--- src/qcm_pkg.sv ---
// Package: shared constants and types for the QoS classifier and meter
`default_nettype none
package qcm_pkg;

    // ****************************************************************
    // Widths
    // ****************************************************************
    localparam int QCM_LEN_W = 16;
    localparam int QCM_TOK_W = 24;
    localparam int QCM_RATE_W = 16;

    // ****************************************************************
    // Classifier constants
    // ****************************************************************
    localparam logic [15:0] QCM_LEN_LONG = 16'h044c;
    localparam logic [15:0] QCM_LEN_SHORT = 16'h00fa;
    localparam logic [2:0] QCM_Q_DEFAULT = 3'h2;
    localparam logic [2:0] QCM_Q_ALT = 3'h0;
    localparam int QCM_DSCP_LSB = 2;
    localparam int QCM_PREC_LSB = 5;

    // ****************************************************************
    // Reset values and timing
    // ****************************************************************
    localparam logic [QCM_TOK_W-1:0] QCM_TOK_RESET = 24'h000000;
    localparam logic [QCM_RATE_W-1:0] QCM_TICK_RESET = 16'h0000;
    localparam logic [5:0] QCM_DSCP_REMARK_RESET = 6'h00;

    // ****************************************************************
    // Types
    // ****************************************************************
    typedef enum logic [1:0] {
        QCM_SEL_USERPRI,
        QCM_SEL_PREC,
        QCM_SEL_DSCP,
        QCM_SEL_LENGTH
    } qcm_sel_t;

    typedef enum logic [1:0] {
        QCM_MODE_SINGLE,
        QCM_MODE_SRTCM,
        QCM_MODE_TRTCM
    } qcm_mode_t;

    // Loss priority: green low, yellow medium, red high
    typedef enum logic [1:0] {
        QCM_GREEN = 2'h0,
        QCM_YELLOW = 2'h1,
        QCM_RED = 2'h2
    } qcm_color_t;

    typedef struct packed {
        logic [2:0] userPri;
        logic [7:0] tosByte;
        logic [QCM_LEN_W-1:0] length;
        logic matched;
        logic [2:0] matchedQueue;
    } qcm_desc_t;

    typedef struct packed {
        logic [2:0] queue;
        qcm_color_t color;
        logic pass;
        logic drop;
        logic remark;
        logic [7:0] tosByte;
        logic [QCM_LEN_W-1:0] length;
    } qcm_verdict_t;

    typedef struct packed {
        logic enable;
        qcm_sel_t sel;
        logic zeroToQ0;
        qcm_mode_t mode;
        logic shaping;
        logic policeDrop;
        logic [5:0] remarkDscp;
        logic [QCM_RATE_W-1:0] cir;
        logic [QCM_RATE_W-1:0] pir;
        logic [QCM_TOK_W-1:0] cbs;
        logic [QCM_TOK_W-1:0] ebs;
    } qcm_cfg_t;

endpackage
`default_nettype wire

--- src/qcm_top.sv ---
// Top: QoS classifier and token-bucket meter with three-colour marking
//
// Summary of operation
// - DS byte: 6-bit code point, 2 unused
// - Precedence is top three bits, 0..7
// - Unmatched packets get automatic queue when enabled
// - Higher queue index means higher service
// - Precedence 1..7 mapped to queues 3..7; 0 to queue 2, or 0 with zeroToQ0
// - Listed nonzero code points mapped to queues 3..7; others to queue 2, or 0 with zeroToQ0
// - Length selects queue 2, 3 or 5
// - Tokens are bytes, capped at bucket size
// - Tokens added at constant configured rate
// - Conform if tokens cover length; debit it
// - Empty bucket stalls the metered flow when shaping
// - Shaping holds non-conforming packet
// - Policing drops or re-marks non-conforming packet
// - Colour encodes loss priority
// - Committed overflow fills excess bucket
// - Single-rate: green, yellow, red by buckets
// - Dropped packets leave buckets unchanged
// - Two-rate: committed and peak buckets
// - Two-rate: peak shortfall means red
// - Two-rate: committed decides green or yellow
`timescale 1ns/1ns
`default_nettype none
module qcm_top
    import qcm_pkg::*;
(
    input wire logic clk,
    input wire logic rstn,
    input wire qcm_cfg_t cfg,
    input wire logic inValid,
    output logic inReady,
    input wire qcm_desc_t inDesc,
    output logic outValid,
    input wire logic outReady,
    output qcm_verdict_t outVerdict,
    output logic [QCM_TOK_W-1:0] commitTokens,
    output logic [QCM_TOK_W-1:0] excessTokens
);

    // ****************************************************************
    // State
    // ****************************************************************
    typedef struct packed {
        logic [QCM_TOK_W-1:0] cTok;
        logic [QCM_TOK_W-1:0] eTok;
        logic outValid;
        qcm_verdict_t verdict;
    } qcm_state_t;

    qcm_state_t st;
    qcm_state_t next_st;
    logic [2:0] classQueue;
    logic [QCM_TOK_W-1:0] len;

    qcm_classify qcm_classify_i (
        .desc(inDesc),
        .enable(cfg.enable),
        .sel(cfg.sel),
        .zeroToQ0(cfg.zeroToQ0),
        .queue(classQueue)
    );

    // ****************************************************************
    // Helpers
    // ****************************************************************
    function automatic logic [QCM_TOK_W-1:0] sat_add(
        input logic [QCM_TOK_W-1:0] tok,
        input logic [QCM_TOK_W-1:0] add,
        input logic [QCM_TOK_W-1:0] cap
    );
        logic [QCM_TOK_W:0] sum;
        sum = {1'b0, tok} + {1'b0, add};
        if (sum > {1'b0, cap}) begin
            return cap;
        end
        return sum[QCM_TOK_W-1:0];
    endfunction

    function automatic logic [QCM_TOK_W-1:0] overflow(
        input logic [QCM_TOK_W-1:0] tok,
        input logic [QCM_TOK_W-1:0] add,
        input logic [QCM_TOK_W-1:0] cap
    );
        logic [QCM_TOK_W:0] sum;
        sum = {1'b0, tok} + {1'b0, add};
        if (sum > {1'b0, cap}) begin
            return QCM_TOK_W'(sum - {1'b0, cap});
        end
        return QCM_TOK_RESET;
    endfunction

    // ****************************************************************
    // Metering
    // ****************************************************************
    logic takeIn;
    logic cOk;
    logic eOk;
    logic conform;
    logic holdPkt;
    qcm_color_t color;
    logic [QCM_TOK_W-1:0] cRate;
    logic [QCM_TOK_W-1:0] pRate;

    assign len = QCM_TOK_W'(inDesc.length);
    assign cRate = QCM_TOK_W'(cfg.cir);
    assign pRate = QCM_TOK_W'(cfg.pir);

    always_comb begin
        next_st = st;
        cOk = st.cTok >= len;
        eOk = st.eTok >= len;
        color = QCM_RED;
        unique case (cfg.mode)
            QCM_MODE_SRTCM: begin
                if (cOk) begin
                    color = QCM_GREEN;
                end else if (eOk) begin
                    color = QCM_YELLOW;
                end
            end
            QCM_MODE_TRTCM: begin
                if (!eOk) begin
                    color = QCM_RED;
                end else if (cOk) begin
                    color = QCM_GREEN;
                end else begin
                    color = QCM_YELLOW;
                end
            end
            default: begin
                if (cOk) begin
                    color = QCM_GREEN;
                end
            end
        endcase
        conform = color != QCM_RED;
        // Shaping stalls the flow until tokens suffice
        holdPkt = cfg.shaping && !conform;
        inReady = (!st.outValid || outReady) && !holdPkt;
        takeIn = inValid && inReady;

        // Token refill; rate is whole tokens per clock
        if (cfg.mode == QCM_MODE_TRTCM) begin
            next_st.cTok = sat_add(st.cTok, cRate, cfg.cbs);
            next_st.eTok = sat_add(st.eTok, pRate, cfg.ebs);
        end else begin
            next_st.cTok = sat_add(st.cTok, cRate, cfg.cbs);
            if (cfg.mode == QCM_MODE_SRTCM) begin
                next_st.eTok = sat_add(st.eTok, overflow(st.cTok, cRate, cfg.cbs),
                    cfg.ebs);
            end
        end

        if (st.outValid && outReady) begin
            next_st.outValid = 1'b0;
        end

        if (takeIn) begin
            next_st.outValid = 1'b1;
            next_st.verdict.queue = classQueue;
            next_st.verdict.color = color;
            next_st.verdict.length = inDesc.length;
            next_st.verdict.tosByte = inDesc.tosByte;
            next_st.verdict.pass = conform;
            next_st.verdict.drop = 1'b0;
            next_st.verdict.remark = 1'b0;
            if (!conform && !cfg.shaping) begin
                if (cfg.policeDrop) begin
                    next_st.verdict.drop = 1'b1;
                end else begin
                    next_st.verdict.remark = 1'b1;
                    next_st.verdict.tosByte = {cfg.remarkDscp, inDesc.tosByte[1:0]};
                end
            end
            // Debit on admission; a dropped packet debits nothing
            if (color == QCM_GREEN) begin
                next_st.cTok = next_st.cTok - len;
                if (cfg.mode == QCM_MODE_TRTCM) begin
                    next_st.eTok = next_st.eTok - len;
                end
            end else if (color == QCM_YELLOW) begin
                next_st.eTok = next_st.eTok - len;
            end
            // Red leaves all buckets untouched
        end
    end

    // ****************************************************************
    // Registers
    // ****************************************************************
    always_ff @(posedge clk or negedge rstn) begin
        if (!rstn) begin
            st <= '0;
        end else begin
            st <= next_st;
        end
    end

    assign outValid = st.outValid;
    assign outVerdict = st.verdict;
    assign commitTokens = st.cTok;
    assign excessTokens = st.eTok;

endmodule
`default_nettype wire

--- src/qcm_classify.sv ---
// Classifier: picks a priority queue for a packet descriptor
`timescale 1ns/1ns
`default_nettype none
module qcm_classify
    import qcm_pkg::*;
(
    input wire qcm_desc_t desc,
    input wire logic enable,
    input wire qcm_sel_t sel,
    input wire logic zeroToQ0,
    output logic [2:0] queue
);

    // ****************************************************************
    // Mapping functions
    // ****************************************************************
    function automatic logic [2:0] zero_queue(input logic toQ0);
        return toQ0 ? QCM_Q_ALT : QCM_Q_DEFAULT;
    endfunction

    function automatic logic [2:0] prec_queue(input logic [2:0] p, input logic toQ0);
        unique case (p)
            3'h0: prec_queue = zero_queue(toQ0);
            3'h1: prec_queue = 3'h3;
            3'h2: prec_queue = 3'h4;
            3'h3: prec_queue = 3'h5;
            3'h4, 3'h5: prec_queue = 3'h6;
            default: prec_queue = 3'h7;
        endcase
    endfunction

    function automatic logic [2:0] dscp_queue(input logic [5:0] d, input logic toQ0);
        logic [2:0] q;
        q = zero_queue(toQ0);
        if (d == 6'h00) begin
            q = zero_queue(toQ0);
        end else if (d[0] == 1'b0 && d[5:3] >= 3'h1 && d[5:3] <= 3'h3) begin
            q = d[5:3] + 3'h2;
        end else if (d[5:3] == 3'h4 && d[0] == 1'b0) begin
            q = 3'h6;
        end else if (d == 6'h28 || d == 6'h2e) begin
            q = 3'h6;
        end else if (d == 6'h30 || d == 6'h38) begin
            q = 3'h7;
        end
        return q;
    endfunction

    // ****************************************************************
    // Queue selection
    // ****************************************************************
    always_comb begin
        queue = zero_queue(zeroToQ0);
        if (desc.matched || !enable) begin
            queue = desc.matchedQueue;
        end else begin
            unique case (sel)
                QCM_SEL_USERPRI: begin
                    unique case (desc.userPri)
                        3'h0: queue = 3'h2;
                        3'h1: queue = 3'h0;
                        3'h2: queue = 3'h1;
                        default: queue = desc.userPri;
                    endcase
                end
                QCM_SEL_PREC: queue = prec_queue(desc.tosByte[7:QCM_PREC_LSB], zeroToQ0);
                QCM_SEL_DSCP: queue = dscp_queue(desc.tosByte[7:QCM_DSCP_LSB], zeroToQ0);
                QCM_SEL_LENGTH: begin
                    if (desc.length > QCM_LEN_LONG) begin
                        queue = 3'h2;
                    end else if (desc.length >= QCM_LEN_SHORT) begin
                        queue = 3'h3;
                    end else begin
                        queue = 3'h5;
                    end
                end
            endcase
        end
    end

endmodule
`default_nettype wire

--- config.mk ---
export PLATFORM = sky130hd
export DESIGN_NAME = qcm_top
export DESIGN_NICKNAME = d
export VERILOG_FILES = /design/src/qcm_pkg.sv /design/src/qcm_top.sv /design/src/qcm_classify.sv
export SDC_FILE = /design/constraint.sdc
export NUM_CORES = 1
export LEC_CHECK = 0
export ABC_AREA = 1
export BUFFER_PORTS_ARGS = -buffer_cell sky130_fd_sc_hd__buf_2
export CAP_MARGIN = 10
export CORE_UTILIZATION = 60
export DETAILED_ROUTE_END_ITERATION = 16
export PLACE_DENSITY = 0.84
export SYNTH_ARGS = -nofsm -noshare
export SYNTH_HDL_FRONTEND = slang
export SYNTH_HIERARCHICAL = 1
export SYNTH_SLANG_ARGS = --single-unit
--- constraint.sdc ---
create_clock -name clk -period 10.4 [get_ports clk]
set_input_delay 0.52 -clock clk [delete_from_list [all_inputs] [get_ports clk]]
set_output_delay 0.52 -clock clk [all_outputs]
set_load 0.01 [all_outputs]
## After elaboration in Yosys (flattened, before gate mapping)

Cells that the tools add are included.

| operators by class | value |
|---|---|
| reduce and logical (&&, ||, !) cells | 24 |
| shift-type cells | 0 |
| bitwise logic cells | 1 |
| muxes and demuxes | 50 |
| add/subtract/negate cells | 7 |
| eq/ne operators | 18 |
| div/mod/pow operators | 0 |
| multiply operators | 0 |
| $lt $le $gt $ge | 9 |

Operators with widths:

| cell | count |
|---|---|
| 24-bit 2-to-1 mux | 16 |
| 81-bit 2-to-1 mux | 1 |
| 25-bit by 24-bit greater-than comparator with 1-bit output | 3 |
| 24-bit by 16-bit adder with 25-bit output | 2 |
| 24-bit by 16-bit greater-or-equal comparator with 1-bit output | 2 |
| 48-bit 2-to-1 mux | 1 |
| 24-bit by 16-bit subtractor with 24-bit output | 2 |
| 24-bit by 24-bit adder with 25-bit output | 1 |
| 6-bit equality test, second input constant | 4 |
| 3-bit 2-to-1 mux | 8 |
| 24-bit subtractor | 1 |
| 16-bit by 8-bit greater-or-equal comparator with 1-bit output, second input constant | 1 |
| 16-bit by 11-bit greater-than comparator with 1-bit output, second input constant | 1 |
| 3-bit one-hot mux with 5 select lines | 1 |
| 1-bit 2-to-1 mux | 13 |
| 3-bit one-hot mux with 4 select lines | 1 |
| 10-bit 2-to-1 mux | 1 |
| 2-bit 2-to-1 mux | 5 |
| 3-bit by 2-bit equality test with 1-bit output, second input constant | 3 |
| 9-bit 2-to-1 mux | 1 |
| 3-bit one-hot mux with 3 select lines | 1 |
| 1-bit logical AND | 8 |
| 2-bit by 1-bit equality test with 1-bit output, second input constant | 3 |
| 2-bit equality test, second input constant | 3 |
| 15 further kinds | 26 |

| storage, ports and cells | value |
|---|---|
| ROM bits | 0 |
| register bits after elaboration | 81 |
| input bits | 129 |
| memories kept | 0 |
| output and inout port bits | 82 |
| bits in latches | 0 |
| bits in writable memories | 0 |
| word-level logic and storage cells | 119 |

## Depth between registers and ports, before layout

| depth | value |
|---|---|
| depth in word-level cells | 20 |
| mapped depth | 75 |
| gate-level depth less buffers | 71 |

## By module

The synthesis kept the hierarchy.

Modules (own cells, without submodules):

| module | sequential area each (um^2) | area an instance (um^2) | times used | cells each |
|---|---|---|---|---|
| qcm_top | 2026.9 | 12654.6 | 1 | 1914 |
| qcm_classify | 0.0 | 523.0 | 1 | 108 |

## Least setup slack after synthesis

Ideal clock, no wire load.

| timing | value |
|---|---|
| path kind | input -> register |
| start point | input port cfg[64] (netlist name) |
| end point | register st (netlist bit excessTokens[22]) |
| setup slack | 0.768 ns |
| arrival time | 9.549 ns |
| cell stages on the path | 71 |
| buffers on the path | 6 |
| cells stage by stage | ha_1 fa_1 nand3_1 nand2_2 a21oi_4 o21bai_4 nand2_2 nand2_4 a21boi_4 o21ai_4 nand2_1 nor3_1 xor2_1 ha_1 nand2_1 nor4_1 nand3_1 nand3_1 (+35 left out) fa_1 nand3_1 nand3_1 a31oi_1 o21ai_0 a21oi_1 o21ai_0 nand2_1 inv_1 nor2_1 nor2_1 nor2_1 nand2_1 nor2_1 nand2_1 o31ai_1 nand2_1 o21ai_0 |

RTL lines:

| element | RTL line | source |
|---|---|---|
| start, declared | qcm_top.sv:31 | `input wire qcm_cfg_t cfg,` |
| end signal, assigned | qcm_top.sv:197 | `st <= next_st;` |
| end, declared | qcm_top.sv:52 | `qcm_state_t st;` |

==> results.tsv <==
stage	metric	value	unit
place	placed cell area	0.0145	mm2
floorplan	core area	0.0213	mm2
setup_path	capturing element type of the critical path	register	
timing	Worst-Margin Slew	0.745	ns
yosys	share of flip-flops with an asynchronous set or reset	100	%
yosys	Mapped Avg Cell Area	6.52	um2
route	post-route ant nets	0	
finish	Layout area overhead	14.3	%
route	Vias/cell	6.02	
setup_path	Most Frequent Cell on Critical Path	nand2_1	
floorplan	FP Rows	53	
clock_network	clk_lat worst skew	0.35	ns
timing	fin. max-slew vios	0	
global_routing	global-route wire length before repair	73300	um
timing	highest clock rate	102	MHz
floorplan	io pins	211	
clock_network	CTS clk-pin slew, worst paths	0.07	ns
timing	WHS	0.107	ns
timing	Max-slew headroom	50.4	%
clock_network	TritonCTS buffer count	9	
route	DR iter-0 viols	1321	
finish	commonest non-fill, non-tap cell in the layout	nand2_1	
timing	min Tclk post-route	9.83	ns
yosys	Syn Inst Count	2022	
global_routing	global route total overflow	0	
setup_path	FF-to-FF End	excessTokens[23]$_DFF_PN0_	
route	DRT Pass-1 Iters	8	
route	drt wl/cell	19.2	um
timing	Final Skew	0.00962	ns
setup_path	Worst EP arrival	10.07	ns
yosys	sequential fraction of the synthesis area	15.4	%
clock_network	CTS tree	done	
yosys	Seq cells post-synth	81	
global_routing	GRT Total Usage	42.5	%
setup_path	crit path max fanout	17	
setup_path	Critical Path Slowest Stage Cell	dfrtp_1	
finish	filler instances	1903	
floorplan	Die H	150	um
floorplan	die width	150	um
yosys	YS warnings	6	
clock_network	CTS Sinks	81	
yosys	Synth Flop Type	dfrtp_1	
route	# DRC	0	
route	metal3 WL	5000	um
finish	layout cell share with drive strength beyond 1	16.0	%
finish	post-route cell area	0.0151	mm2
floorplan	Initial Utilization	61.9	%
global_routing	largest net degree at the start of global routing	54	
setup_path	WS Path Type	register to register	
setup_path	reg-to-reg slack, setup	0.57	ns
clock_network	Max H-tree Level	3	
floorplan	die area	0.0226	mm2
setup_path	Crit. Startpoint	commitTokens[0]$_DFF_PN0_	
setup_path	Largest stage delay, worst path	0.42	ns
status	run status	completed	
setup_path	FF-to-FF path depth	65	
setup_path	reg-to-reg startpoint	commitTokens[0]$_DFF_PN0_	
place	post-DP HPWL	38600	um
yosys	number of synthesized flops with an enable pin	0	
route	top routing layer in use	met4	
route	routed metal-1 wirelength	19800	um
finish	most frequent cells in the layout	nand2_1, inv_1, buf_2, ha_1, a21oi_1	
setup_path	Critical Path Start Type	register	
setup_path	CP required	10.63	ns
place	GPL Wtd Cong	1.06	
route	Vias	15149	
worst_hold_path	Worst Hold Class	input pin to async pin	
place	I/O Buffers	210	
clock_network	CTS max path bufs	2	
timing	setup tns final	0	ns
global_routing	vias in the first global route	13760	
route	DR WL met2	20300	um
setup_path	Critical Path Sink	excessTokens[23]$_DFF_PN0_	
finish	Layout Nets	2566	
yosys	syn_nets	2355	
finish	Util after Layout	70.7	%
yosys	post-synth cell types	65	
timing	fin crit share	94.5	%
timing	final setup fails	0	
run	Max Cap Viol	0	
route	wirelength, routed	48200	um
clock_network	Root Driver	clkbuf_16	
timing	final hold violations	0	
yosys	Post-Syn Area	0.0132	mm2
global_routing	initial antenna violation count	1	
synthesized netlist by cell type (10+ instances only):
library cell | instances | area share (%)
nor3_1 | 25 | 0.95
xor2_1 | 70 | 4.7
inv_1 | 243 | 6.9
a21oi_1 | 172 | 6.5
xnor2_1 | 42 | 2.8
buf_2 | 12 | 0.46
ha_1 | 198 | 19
nand3_1 | 108 | 4.1
nand2_2 | 16 | 0.76
o211ai_1 | 22 | 1.3
o21ai_0 | 137 | 5.2
clkbuf_1 | 15 | 0.43
inv_2 | 11 | 0.31
nor2_2 | 11 | 0.52
o21ai_1 | 12 | 0.46
nand2_1 | 501 | 14
o22ai_1 | 10 | 0.47
dfrtp_1 | 81 | 15
nor2_1 | 165 | 4.7
nand4_1 | 27 | 1.3
routing by layer:
layer | GRT usage [%] | vias up
met5 | 0 | -
met4 | 23.9 | 0
met1 | 57.3 | 6854
met2 | 64.6 | 905
met3 | 6.76 | 160
li1 | - | 7230
cells by family (layout without fill, tap and decap cells):
group / count (synthesis) / in the layout / share of synthesized area, %
AOI/OAI and AO/OA: 434 / 434 / 19.3
xor gates and xnor gates: 112 / 112 / 7.44
adders and majority gates: 204 / 204 / 19.7
buffers and inverters: 295 / 511 / 8.79
DFF: 81 / 81 / 15.4
muxes: 1 / 1 / 0.0760
other: 0 / 2 / 0
and+or+nand+nor: 895 / 895 / 29.3
through the flow:
| stage | setup slack [ns] | instances |
|---|---|---|
| finish | 0.569 | 2515 |
| global route | -0.0743 | 2514 |
| CTS | 0.120 | 2504 |
| detailed placement | -0.00374 | 2488 |
| global placement | 0.264 | 2488 |
| floorplan | 0.768 | 2022 |
flip-flops by register name (all words and copies together) (netlist names):
register / flops
excessTokens: 24
commitTokens: 24
outVerdict: 32
outValid: 1
worst max-delay path: cells and delay by family, from the launching register on:
kind                       cells  cell delay, ns
xor gates and xnor gates       2            0.29
DFF                            1            0.42
and+or+nand+nor               37            3.83
buffers and inverters          4            0.45
AOI/OAI and AO/OA             16            2.73
adders and majority gates      6            1.98
how the worst min path moves through the flow:
| stage | startpoint | end | cells past startpoint |
|---|---|---|---|
| 6_report | rstn | excessTokens[18]$_DFF_PN0_ | 1 |
| 3_3_place_gp | outVerdict[16]$_DFFE_PN0P_ | outVerdict[16]$_DFFE_PN0P_ | 2 |
| 4_1_cts | rstn | excessTokens[18]$_DFF_PN0_ | 1 |
| 3_5_place_dp | outVerdict[31]$_DFFE_PN0P_ | outVerdict[31]$_DFFE_PN0P_ | 2 |
| 5_1_grt | rstn | excessTokens[18]$_DFF_PN0_ | 1 |
| 2_1_floorplan | rstn | commitTokens[0]$_DFF_PN0_ | 0 |
final cells by class:
class / count / area [um2] / area share (%)
sequential: 81 / 2030 / 13.5
tap: 275 / 344 / 2.29
timing repair buffer: 237 / 1260 / 8.39
clock inverter: 6 / 58.8 / 0.391
multi-input combinational: 1646 / 10100 / 67.4
clock buffer: 10 / 239 / 1.59
antenna: 2 / 5.00 / 0.0332
inverter: 258 / 971 / 6.45
what timing repair did:
| item | CTS | global route |
|---|---|---|
| hold buffers | 0 | 0 |
| buffers inserted | 0 | 9 |
| gates resized for setup | 0 | 45 |
| setup endpoints to repair | 0 | 17 |
Power is left out: the tool's default activity adds up to more than one toggle a clock period on the data nets, which glitch-free logic cannot reach.
